File: config.mk
export PLATFORM = sky130hd
export DESIGN_NAME = tda_accumulator
export DESIGN_NICKNAME = d
export VERILOG_FILES = /design/src/core/tda_pkg.sv /design/src/core/tda_step_if.sv /design/src/core/tda_edge_detect.sv /design/src/core/tda_frac_acc.sv /design/src/core/tda_accumulator.sv
export VERILOG_INCLUDE_DIRS = /design/src /design/src/core
export SDC_FILE = /design/constraint.sdc
export NUM_CORES = 2
export LEC_CHECK = 0
export BUFFER_PORTS_ARGS = -buffer_cell sky130_fd_sc_hd__buf_2
export CORE_ASPECT_RATIO = 1.2
export CORE_MARGIN = 2
export CORE_UTILIZATION = 50
export CTS_CLUSTER_SIZE = 12
export DETAILED_ROUTE_END_ITERATION = 8
export PLACE_DENSITY = 0.76
export SKIP_LAST_GASP = 1
export SLEW_MARGIN = 20
export SYNTH_ARGS = -nofsm -noshare
export SYNTH_HDL_FRONTEND = slang
export SYNTH_HIERARCHICAL = 1
export SYNTH_SLANG_ARGS = --single-unit
File: constraint.sdc
create_clock -name clk -period 9.5 [get_ports clk]
set_clock_uncertainty 0.1 [all_clocks]
set_input_delay 0.95 -clock clk [delete_from_list [all_inputs] [get_ports clk]]
set_output_delay 0.95 -clock clk [all_outputs]
set_load 0.02 [all_outputs]
File: src/core/tda_cfg.svh
// constants for the time-of-day accumulator
`ifndef TDA_CFG_SVH
`define TDA_CFG_SVH
`define TDA_SEC_W    48
`define TDA_NS_W     32
`define TDA_SUB_W    8
`define TDA_TOD_W    88
`define TDA_NS_MAX   32'h3B9AC9FF
`define TDA_TOD_RST  88'h0
`define TDA_FIFO_DEP 4
`define TDA_FIFO_AW  2
`define TDA_NUM_EVT  4
`define TDA_EVT_SYNC 0
`define TDA_EVT_GPIO 1
`define TDA_EVT_IRQ  2
`define TDA_EVT_GTMR 3
`endif

File: src/core/tda_pkg.sv
// types shared by the time-of-day accumulator modules
package tda_pkg;
  typedef enum logic [1:0] {
    TDA_RATE_500,
    TDA_RATE_625,
    TDA_RATE_OTHER
  } tda_rate_t;
  typedef enum logic [2:0] {
    TDA_LD_NONE,
    TDA_LD_SYNC,
    TDA_LD_GTMR,
    TDA_LD_CSR,
    TDA_LD_PWM
  } tda_load_src_t;
  typedef enum logic [2:0] {
    TDA_LT_NONE,
    TDA_LT_PPS,
    TDA_LT_SYNC,
    TDA_LT_GPIO,
    TDA_LT_GTMR,
    TDA_LT_CSR,
    TDA_LT_IRQ
  } tda_latch_src_t;
endpackage

File: src/core/tda_step_if.sv
// fractional step signals between accumulator and modulus counter
`timescale 1ns/1ps
`default_nettype none
interface tda_step_if;
  logic [15:0] fracNum;
  logic [15:0] fracDen;
  logic        stepEn;
  logic        fracCarry;
  modport owner (output fracNum, output fracDen, output stepEn,
                 input fracCarry);
  modport acc (input fracNum, input fracDen, input stepEn,
               output fracCarry);
endinterface
`default_nettype wire

File: src/core/tda_edge_detect.sv
// rising edge detector for the event inputs
`timescale 1ns/1ps
`default_nettype none
`include "tda_cfg.svh"
module tda_edge_detect
  import tda_pkg::*;
(
  input  wire logic                    clk,
  input  wire logic                    arst_n,
  input  wire logic [`TDA_NUM_EVT-1:0] level,
  output logic      [`TDA_NUM_EVT-1:0] rise
);
  logic [`TDA_NUM_EVT-1:0] prev_q;
  logic [`TDA_NUM_EVT-1:0] prev_d;

  // active edge is low to high
  always_comb begin
    prev_d = level;
    rise   = level & ~prev_q;
  end

  always_ff @(posedge clk or negedge arst_n) begin
    if (!arst_n) begin
      prev_q <= '0;
    end else begin
      prev_q <= prev_d;
    end
  end
endmodule
`default_nettype wire

File: src/core/tda_frac_acc.sv
// flexible modulus accumulator for the sub-ns remainder
`timescale 1ns/1ps
`default_nettype none
module tda_frac_acc
  import tda_pkg::*;
(
  input  wire logic clk,
  input  wire logic arst_n,
  tda_step_if.acc   stepBus
);
  logic [15:0] resid_q;
  logic [15:0] resid_d;
  logic [16:0] sum;

  // remainder carries forward instead of truncating
  always_comb begin
    sum               = {1'b0, resid_q} + {1'b0, stepBus.fracNum};
    resid_d           = resid_q;
    stepBus.fracCarry = 1'b0;
    if (stepBus.stepEn && (stepBus.fracDen != 16'h0)) begin
      if (sum >= {1'b0, stepBus.fracDen}) begin
        resid_d           = 16'(sum - {1'b0, stepBus.fracDen});
        stepBus.fracCarry = 1'b1;
      end else begin
        resid_d = sum[15:0];
      end
    end
  end

  always_ff @(posedge clk or negedge arst_n) begin
    if (!arst_n) begin
      resid_q <= 16'h0;
    end else begin
      resid_q <= resid_d;
    end
  end
endmodule
`default_nettype wire

File: src/core/tda_accumulator.sv
// time-of-day accumulator with load, latch, capture FIFO and PWM hooks
`timescale 1ns/1ps
`default_nettype none
`include "tda_cfg.svh"
module tda_accumulator
  import tda_pkg::*;
(
  input  wire logic                  clk,
  input  wire logic                  arst_n,
  input  wire tda_rate_t             rateFamily,
  input  wire logic [15:0]           rateM,
  input  wire logic [15:0]           rateN,
  input  wire logic [1:0]            channelId,
  input  wire logic [7:0]            incNs,
  input  wire logic [7:0]            incSub,
  input  wire logic [15:0]           fracNum,
  input  wire logic [15:0]           fracDen,
  input  wire logic [`TDA_TOD_W-1:0] loadValue,
  input  wire logic                  hostLoadWrite,
  input  wire logic                  hostLatchRead,
  input  wire tda_load_src_t         loadSel,
  input  wire tda_latch_src_t        latchSel,
  input  wire logic                  extSync,
  input  wire logic                  gpioIn,
  input  wire logic                  gpioIrq,
  input  wire logic                  globalTimerExp,
  input  wire logic                  csrWrite,
  input  wire logic                  csrRead,
  input  wire logic                  pwmLoadValid,
  input  wire logic [`TDA_TOD_W-1:0] pwmLoadValue,
  input  wire logic                  fifoPop,
  output logic      [`TDA_TOD_W-1:0] todNow_q,
  output logic      [`TDA_TOD_W-1:0] latchValue_q,
  output logic                       latchValid_q,
  output logic                       ppsOut_q,
  output logic      [`TDA_TOD_W-1:0] pwmValue_q,
  output logic                       pwmValid_q,
  output logic      [`TDA_TOD_W-1:0] fifoData_q,
  output logic                       fifoDataValid_q,
  output logic      [2:0]            fifoCount_q,
  output logic                       cycleMode_q
);

  // true when the clock rate lets the accumulator count real time
  function automatic logic tdaRateOk(
    input tda_rate_t   fam,
    input logic [15:0] m,
    input logic [15:0] n,
    input logic [1:0]  ch
  );
    logic [19:0] m20;
    logic [19:0] n20;
    logic        fast;
    m20  = {4'h0, m};
    n20  = {4'h0, n};
    fast = (ch < 2'h2);
    tdaRateOk = 1'b0;
    case (fam)
      TDA_RATE_500: begin
        if (fast) begin
          tdaRateOk = (n != 16'h0) && (m20 >= n20) &&
                      (m20 <= 20'(n20 * 20'h2));
        end else begin
          tdaRateOk = (n != 16'h0) && (m20 >= n20) &&
                      (20'(m20 * 20'h2) <= 20'(n20 * 20'h3));
        end
      end
      TDA_RATE_625: begin
        if (m[15:8] != 8'h0 || n[15:8] != 8'h0 || n == 16'h0) begin
          tdaRateOk = 1'b0;
        end else if (fast) begin
          tdaRateOk = (m20 >= n20) &&
                      (20'(m20 * 20'h5) <= 20'(n20 * 20'h8));
        end else begin
          tdaRateOk = (m20 >= n20) &&
                      (20'(m20 * 20'h5) <= 20'(n20 * 20'h6));
        end
      end
      default: begin
        tdaRateOk = 1'b0;
      end
    endcase
  endfunction

  tda_step_if stepBus ();
  logic [`TDA_NUM_EVT-1:0] evtLevel;
  logic [`TDA_NUM_EVT-1:0] evtRise;

  // edge detection of the external event inputs
  assign evtLevel[`TDA_EVT_SYNC] = extSync;
  assign evtLevel[`TDA_EVT_GPIO] = gpioIn;
  assign evtLevel[`TDA_EVT_IRQ]  = gpioIrq;
  assign evtLevel[`TDA_EVT_GTMR] = globalTimerExp;

  tda_edge_detect uEdge (
    .clk    (clk),
    .arst_n (arst_n),
    .level  (evtLevel),
    .rise   (evtRise)
  );

  // fractional remainder only steps in real-time mode
  assign stepBus.fracNum = fracNum;
  assign stepBus.fracDen = fracDen;
  assign stepBus.stepEn  = !cycleMode_q;

  tda_frac_acc uFrac (
    .clk     (clk),
    .arst_n  (arst_n),
    .stepBus (stepBus)
  );

  logic [`TDA_SEC_W-1:0] sec_q;
  logic [`TDA_NS_W-1:0]  ns_q;
  logic [`TDA_SUB_W-1:0] sub_q;
  logic [`TDA_SEC_W-1:0] sec_d;
  logic [`TDA_NS_W-1:0]  ns_d;
  logic [`TDA_SUB_W-1:0] sub_d;
  logic                  cycleMode_d;
  logic [8:0]            subSum;
  logic [33:0]           nsSum;
  logic                  secCarry;
  logic                  loadEvt;
  logic [`TDA_TOD_W-1:0] loadSrc;
  logic [`TDA_TOD_W-1:0] todCur;

  assign todCur = {sec_q, ns_q, sub_q};

  // load source: host write of seconds top byte or selected trigger
  always_comb begin
    loadEvt = hostLoadWrite;
    loadSrc = loadValue;
    case (loadSel)
      TDA_LD_SYNC: loadEvt = loadEvt | evtRise[`TDA_EVT_SYNC];
      TDA_LD_GTMR: loadEvt = loadEvt | evtRise[`TDA_EVT_GTMR];
      TDA_LD_CSR:  loadEvt = loadEvt | csrWrite;
      TDA_LD_PWM: begin
        if (pwmLoadValid) begin
          loadEvt = 1'b1;
          loadSrc = pwmLoadValue;
        end
      end
      default: loadEvt = hostLoadWrite;
    endcase
  end

  // time advance by one period per divider clock
  always_comb begin
    cycleMode_d = !tdaRateOk(rateFamily, rateM, rateN, channelId);
    subSum   = 9'({1'b0, sub_q} + {1'b0, incSub}) +
               {8'h0, stepBus.fracCarry};
    nsSum    = {2'b00, ns_q} + {26'h0, incNs} + {33'h0, subSum[8]};
    secCarry = 1'b0;
    sec_d    = sec_q;
    ns_d     = ns_q;
    sub_d    = sub_q;
    if (loadEvt) begin
      sec_d = loadSrc[87:40];
      ns_d  = loadSrc[39:8];
      sub_d = cycleMode_q ? 8'h00 : loadSrc[7:0];
    end else if (cycleMode_q) begin
      ns_d  = ns_q + 32'h1;
      sub_d = 8'h00;
      if (ns_q == 32'hFFFFFFFF) begin
        secCarry = 1'b1;
        sec_d    = sec_q + 48'h1;
      end
    end else begin
      sub_d = subSum[7:0];
      if (nsSum > {2'b00, `TDA_NS_MAX}) begin
        ns_d     = 32'(nsSum - 34'h3B9ACA00);
        secCarry = 1'b1;
        sec_d    = sec_q + 48'h1;
      end else begin
        ns_d = nsSum[31:0];
      end
    end
  end

  // accumulator state, clocked by the divider clock
  always_ff @(posedge clk or negedge arst_n) begin
    if (!arst_n) begin
      sec_q       <= '0;
      ns_q        <= '0;
      sub_q       <= '0;
      cycleMode_q <= 1'b1;
    end else begin
      sec_q       <= sec_d;
      ns_q        <= ns_d;
      sub_q       <= sub_d;
      cycleMode_q <= cycleMode_d;
    end
  end

  logic                  latchEvt;
  logic                  pushEvt;
  logic [`TDA_TOD_W-1:0] todNow_d;
  logic [`TDA_TOD_W-1:0] latchValue_d;
  logic                  latchValid_d;
  logic                  ppsOut_d;
  logic [`TDA_TOD_W-1:0] pwmValue_d;
  logic                  pwmValid_d;

  // latch source: host read of preceding word or selected event; a selected sync edge pushes the capture FIFO instead
  always_comb begin
    latchEvt = hostLatchRead;
    pushEvt  = 1'b0;
    case (latchSel)
      TDA_LT_PPS:  latchEvt = latchEvt | ppsOut_q;
      TDA_LT_SYNC: pushEvt  = evtRise[`TDA_EVT_SYNC];
      TDA_LT_GPIO: latchEvt = latchEvt | evtRise[`TDA_EVT_GPIO];
      TDA_LT_GTMR: latchEvt = latchEvt | evtRise[`TDA_EVT_GTMR];
      TDA_LT_CSR:  latchEvt = latchEvt | csrRead;
      TDA_LT_IRQ:  latchEvt = latchEvt | evtRise[`TDA_EVT_IRQ];
      default:     latchEvt = hostLatchRead;
    endcase
    todNow_d     = {sec_d, ns_d, sub_d};
    latchValue_d = latchEvt ? todCur : latchValue_q;
    latchValid_d = latchEvt;
    ppsOut_d     = secCarry;
    pwmValue_d   = ppsOut_q ? todCur : pwmValue_q;
    pwmValid_d   = ppsOut_q;
  end

  always_ff @(posedge clk or negedge arst_n) begin
    if (!arst_n) begin
      todNow_q     <= `TDA_TOD_RST;
      latchValue_q <= `TDA_TOD_RST;
      latchValid_q <= 1'b0;
      ppsOut_q     <= 1'b0;
      pwmValue_q   <= `TDA_TOD_RST;
      pwmValid_q   <= 1'b0;
    end else begin
      todNow_q     <= todNow_d;
      latchValue_q <= latchValue_d;
      latchValid_q <= latchValid_d;
      ppsOut_q     <= ppsOut_d;
      pwmValue_q   <= pwmValue_d;
      pwmValid_q   <= pwmValid_d;
    end
  end

  logic [`TDA_TOD_W-1:0]   fifoMem_q [`TDA_FIFO_DEP];
  logic [`TDA_FIFO_AW-1:0] wrPtr_q;
  logic [`TDA_FIFO_AW-1:0] rdPtr_q;
  logic [`TDA_FIFO_AW-1:0] wrPtr_d;
  logic [`TDA_FIFO_AW-1:0] rdPtr_d;
  logic [2:0]              fifoCount_d;
  logic [`TDA_TOD_W-1:0]   fifoData_d;
  logic                    fifoDataValid_d;
  logic                    doPush;
  logic                    doPop;

  // capture FIFO; a push into a full FIFO is dropped
  always_comb begin
    doPush          = pushEvt && (fifoCount_q != 3'h4);
    doPop           = fifoPop && (fifoCount_q != 3'h0);
    wrPtr_d         = doPush ? wrPtr_q + 2'h1 : wrPtr_q;
    rdPtr_d         = doPop ? rdPtr_q + 2'h1 : rdPtr_q;
    fifoCount_d     = fifoCount_q + {2'b00, doPush} - {2'b00, doPop};
    fifoData_d      = doPop ? fifoMem_q[rdPtr_q] : fifoData_q;
    fifoDataValid_d = doPop;
  end

  always_ff @(posedge clk or negedge arst_n) begin
    if (!arst_n) begin
      wrPtr_q         <= '0;
      rdPtr_q         <= '0;
      fifoCount_q     <= 3'h0;
      fifoData_q      <= `TDA_TOD_RST;
      fifoDataValid_q <= 1'b0;
      for (int i = 0; i < `TDA_FIFO_DEP; i++) begin
        fifoMem_q[i] <= `TDA_TOD_RST;
      end
    end else begin
      wrPtr_q         <= wrPtr_d;
      rdPtr_q         <= rdPtr_d;
      fifoCount_q     <= fifoCount_d;
      fifoData_q      <= fifoData_d;
      fifoDataValid_q <= fifoDataValid_d;
      if (doPush) begin
        fifoMem_q[wrPtr_q] <= todCur;
      end
    end
  end
endmodule
`default_nettype wire

==> results <==
- The number of distinct standard cells referenced by the synthesized netlist is 94.
- In this run the power density over the cells is 278 nW/um^2.
- The number of flip-flops and latches in the synthesized netlist is 736.
- The total congestion overflow is 0.
- By area the synthesized netlist is led by sky130_fd_sc_hd__dfrtp_1, sky130_fd_sc_hd__mux2_2, sky130_fd_sc_hd__ha_1.
- The worst hold path belongs to the class primary input to asynchronous set/reset pin.
- The floorplan step set the die height to 314 um.
- The share of synthesized area in the top cell type comes to 46.0%.
- STA classifies the critical path endpoint as a flip-flop.
- The final count of hold timing violations is 0.
- The critical path startpoint category is a primary input.
- In the global route stage, overall resource usage came out at 29.4%.
- The maximum vdd drop is between 0.15 and 0.2 mV.
- The pre-antenna-repair detailed-routing pass consisted of 7 iterations.
- The first global-routing pass estimated 186000 um of wire.
- STA puts the critical path data required time at 9910 ps.
- The fraction of the cycle the final worst path needs is 97.5%.
- The critical path class is primary input to flip-flop.
- The run finished with clean final reports.
- The slowest stage cell on the critical path is sky130_fd_sc_hd__a2111o_1.
- The largest stage delay on the critical path is 440 ps.
- The count of pins on the block boundary is 638.
- The total power is 13.3 mW.
- Among all cell types in the netlist, the one instantiated most often is sky130_fd_sc_hd__dfrtp_1.
- Entering global routing, the biggest net connects 167 pins.
- At the end of the flow, the number of nets in the layout was about 4700.
- Buffers inserted during clock tree synthesis total 79.
- The clock passes through at most 3 buffers.
- The achievable clock frequency is 0.108 GHz.
- Each instance of the synthesized netlist takes up on average between 10 and 15 sq um.
- The tree is rooted in a sky130_fd_sc_hd__clkbuf_16.
- In the synthesized netlist the dominant register cell turns out to be sky130_fd_sc_hd__dfrtp_1.
- For this run, the number of standard cells in the final layout without fillers is approximately 5300.
- The post-placement setup slack is -770 ps.
- The area growth from synthesis to layout is 19.6%.
- For this design, the sink count on the clock tree is 736.
- The routability-driven placement congestion ratio is just under 1.
- The largest total area in the synthesized netlist belongs to sky130_fd_sc_hd__dfrtp_1.
- The area of the placeable core is 79200 sq um.
- The number of antenna violations at the first check in global routing is 6.
- The layout has 6458 filler cells.
- The post-synthesis net count is 4068.
- The routed design has 123000 um of wire.
- The synthesized instance count is 3594.
- The count of unresolved DRC violations after routing is 0.
- The sequential element share of the synthesized area is 46.1%.
- TritonCTS built the clock tree.
- The detailed router's first-iteration violation count is 2449.
- The number of core rows is 113.
- In this run the remaining antenna-violating nets after routing total 0.
- The transition time at the pin with the least slew margin is 1040 ps.
- Sorting the synthesized cells by how often they occur yields sky130_fd_sc_hd__dfrtp_1, sky130_fd_sc_hd__nand2_1, sky130_fd_sc_hd__mux2_2.
- Summing every instance area after synthesis gives 40000 sq um.
- For this run, the number of Yosys warnings is 6.
- The most critical setup path has its startpoint at fracNum[0].
- The placed wire-length estimate is 85900 um.
- Summed over all cells, the static leakage comes to 23.0 nW.
- Once the floorplan was initialized, standard cells occupied 50.5% of the core.
- The later pin in the worst-skew pair is clocked with a latency of 650 ps.
- Hold repair after CTS inserted 0 buffers.
- The post-route worst setup slack is 237 ps.
- Input and output buffers added on the ports amount to 636.
- The count of final max-slew check failures is 0.
- The number of synthesized flops with an enable pin is 0.
- The detailed-route via count is 31600.
- Setup violations remaining at the end of the flow were counted as 0.
- The average via count per standard cell is approximately 6.
- The share of post-route cells with drive strength above 1 is 36.5%.
- The reported max-cap violation count is 0.
- After clock tree synthesis, the clock-pin slew on the worst setup and hold paths is 70 ps.
- Of all nets on the critical path, the largest fanout is 4.
- The number of global-route vias before repair was 31700.
- The startpoint identified for the worst register-to-register timing path is uFrac/resid_q[0].
- Cells fill 60.4% of the core in the end.
- The average wire length per cell after detail routing is 23.0 um.
- CTS built an H-tree with a depth of 3.
- Data on the critical path arrives at its endpoint at 9670 ps.
- In the synthesized netlist the async set-or-reset flop fraction comes to 100%.
- Counting tap cells, the placed design contains a total of 5190 instances.
- The final critical path time including I/O delays and setup is 9260 ps.
- The normalized max-slew margin is approximately 30%.
- The area of the die is approximately 80000 sq um.
- The horizontal die dimension is 262 um.
==> flip-flops by register name (all words and copies together) (netlist names) <==
register         flops
ppsOut_q             1
fifoData_q          88
latchValid_q         1
cycleMode_q          1
fifoDataValid_q      1
sec_q                1
uFrac/resid_q       16
fifoCount_q          3
wrPtr_q              2
fifoMem_q          352
uEdge/prev_q         4
pwmValue_q          88
pwmValid_q           1
rdPtr_q              2
latchValue_q        88
todNow_q            87
==> stage by stage <==
stage | area (sq um) | TNS (ps) | hold slack (ps)
after floorplan | 40000 | 0 | 345
after global placement | 44900 | -36020 | 354
after detailed placement | 44900 | -41540 | 357
after CTS | 47400 | 0 | 217
after global routing | 47800 | -812 | 251
final | 47800 | 0 | 211
==> cell usage in the layout (no fill, tap or decap), types with 81 or more instances in the layout <==
| cell | count |
|---|---|
| sky130_fd_sc_hd__nor2_1 | 114 |
| sky130_fd_sc_hd__mux2_2 | 445 |
| sky130_fd_sc_hd__mux4_2 | 88 |
| sky130_fd_sc_hd__o21ai_0 | 161 |
| sky130_fd_sc_hd__nand2_1 | 451 |
| sky130_fd_sc_hd__xnor2_1 | 89 |
| sky130_fd_sc_hd__inv_1 | 104 |
| sky130_fd_sc_hd__buf_4 | 174 |
| sky130_fd_sc_hd__clkbuf_16 | 81 |
| sky130_fd_sc_hd__a21oi_1 | 115 |
| sky130_fd_sc_hd__dfrtp_1 | 732 |
| sky130_fd_sc_hd__ha_1 | 182 |
| sky130_fd_sc_hd__buf_2 | 636 |
==> worst max-delay path: cells and delay by family <==
family                     cells  cell delay (ps)
and+or+nand+nor               12             2380
buffers and inverters          7              880
AOI/OAI and AO/OA             17             3230
adders and majority gates      8             2260
==> worst paths after layout <==
| path | to | slack, ps | cells after the start |
|---|---|---|---|
| setup / recovery | todNow_q[31] | 240 | 44 |
| hold / removal | latchValue_q[1] | 210 | 1 |
| setup reg to reg | todNow_q[31] | 260 | 43 |
| hold reg to reg | fifoData_q[34] | 370 | 2 |
| max in group asynchronous | rdPtr_q[1] | 6990 | 3 |
| min in group clk | uEdge/prev_q[2] | 320 | 1 |
==> what timing repair did <==
| item | 4_1_cts | 5_1_grt |
|---|---|---|
| gates cloned | 0 | 3 |
| gates resized for setup | 3 | 57 |
| endpoints found under the setup margin | 29 | 72 |
| setup buffers | 1 | 11 |
| pin swaps | 0 | 32 |
| hold endpoints to repair | 0 | 0 |
==> metal layers <==
metal  share of wire [%]  GRT usage (%)  up-vias
met2                  49           49.0     1203
met1                  41           38.1    15800
met3                 7.2           5.85      255
li1                    -              -    14300
met5               0.038              0        -
met4                 3.4           10.4        8
==> power breakdown <==
part,total (mW),internal (mW),switching [mW],leakage (nW)
clock network,2.99,1.68,1.31,1.19
registers,4.89,4.14,0.754,9.41
logic,5.40,2.51,2.89,12.4
total,13.3,8.33,4.96,23.0
==> final cells by class <==
type	instances	area (sq um)	share of cell area (%)
flip-flops and latches	736	18400	38.6
repair buffers	822	4710	9.85
inverters	106	400	0.838
well taps	1035	1290	2.71
clock buffers	107	2190	4.59
clock inverters	20	267	0.558
diodes	1	2.50	0.00523
multi-input cells	2506	20500	42.9
==> cell families after synthesis <==
logic type / Yosys count / share of synthesized area [%]
mux: 585 / 18.8
simple gates: 958 / 11.5
buf+inv: 352 / 3.50
compound gates: 635 / 10.9
xor+xnor: 132 / 2.89
fa+ha+maj: 196 / 6.31
flops: 736 / 46.1
Power figures use the tool's default switching activity.
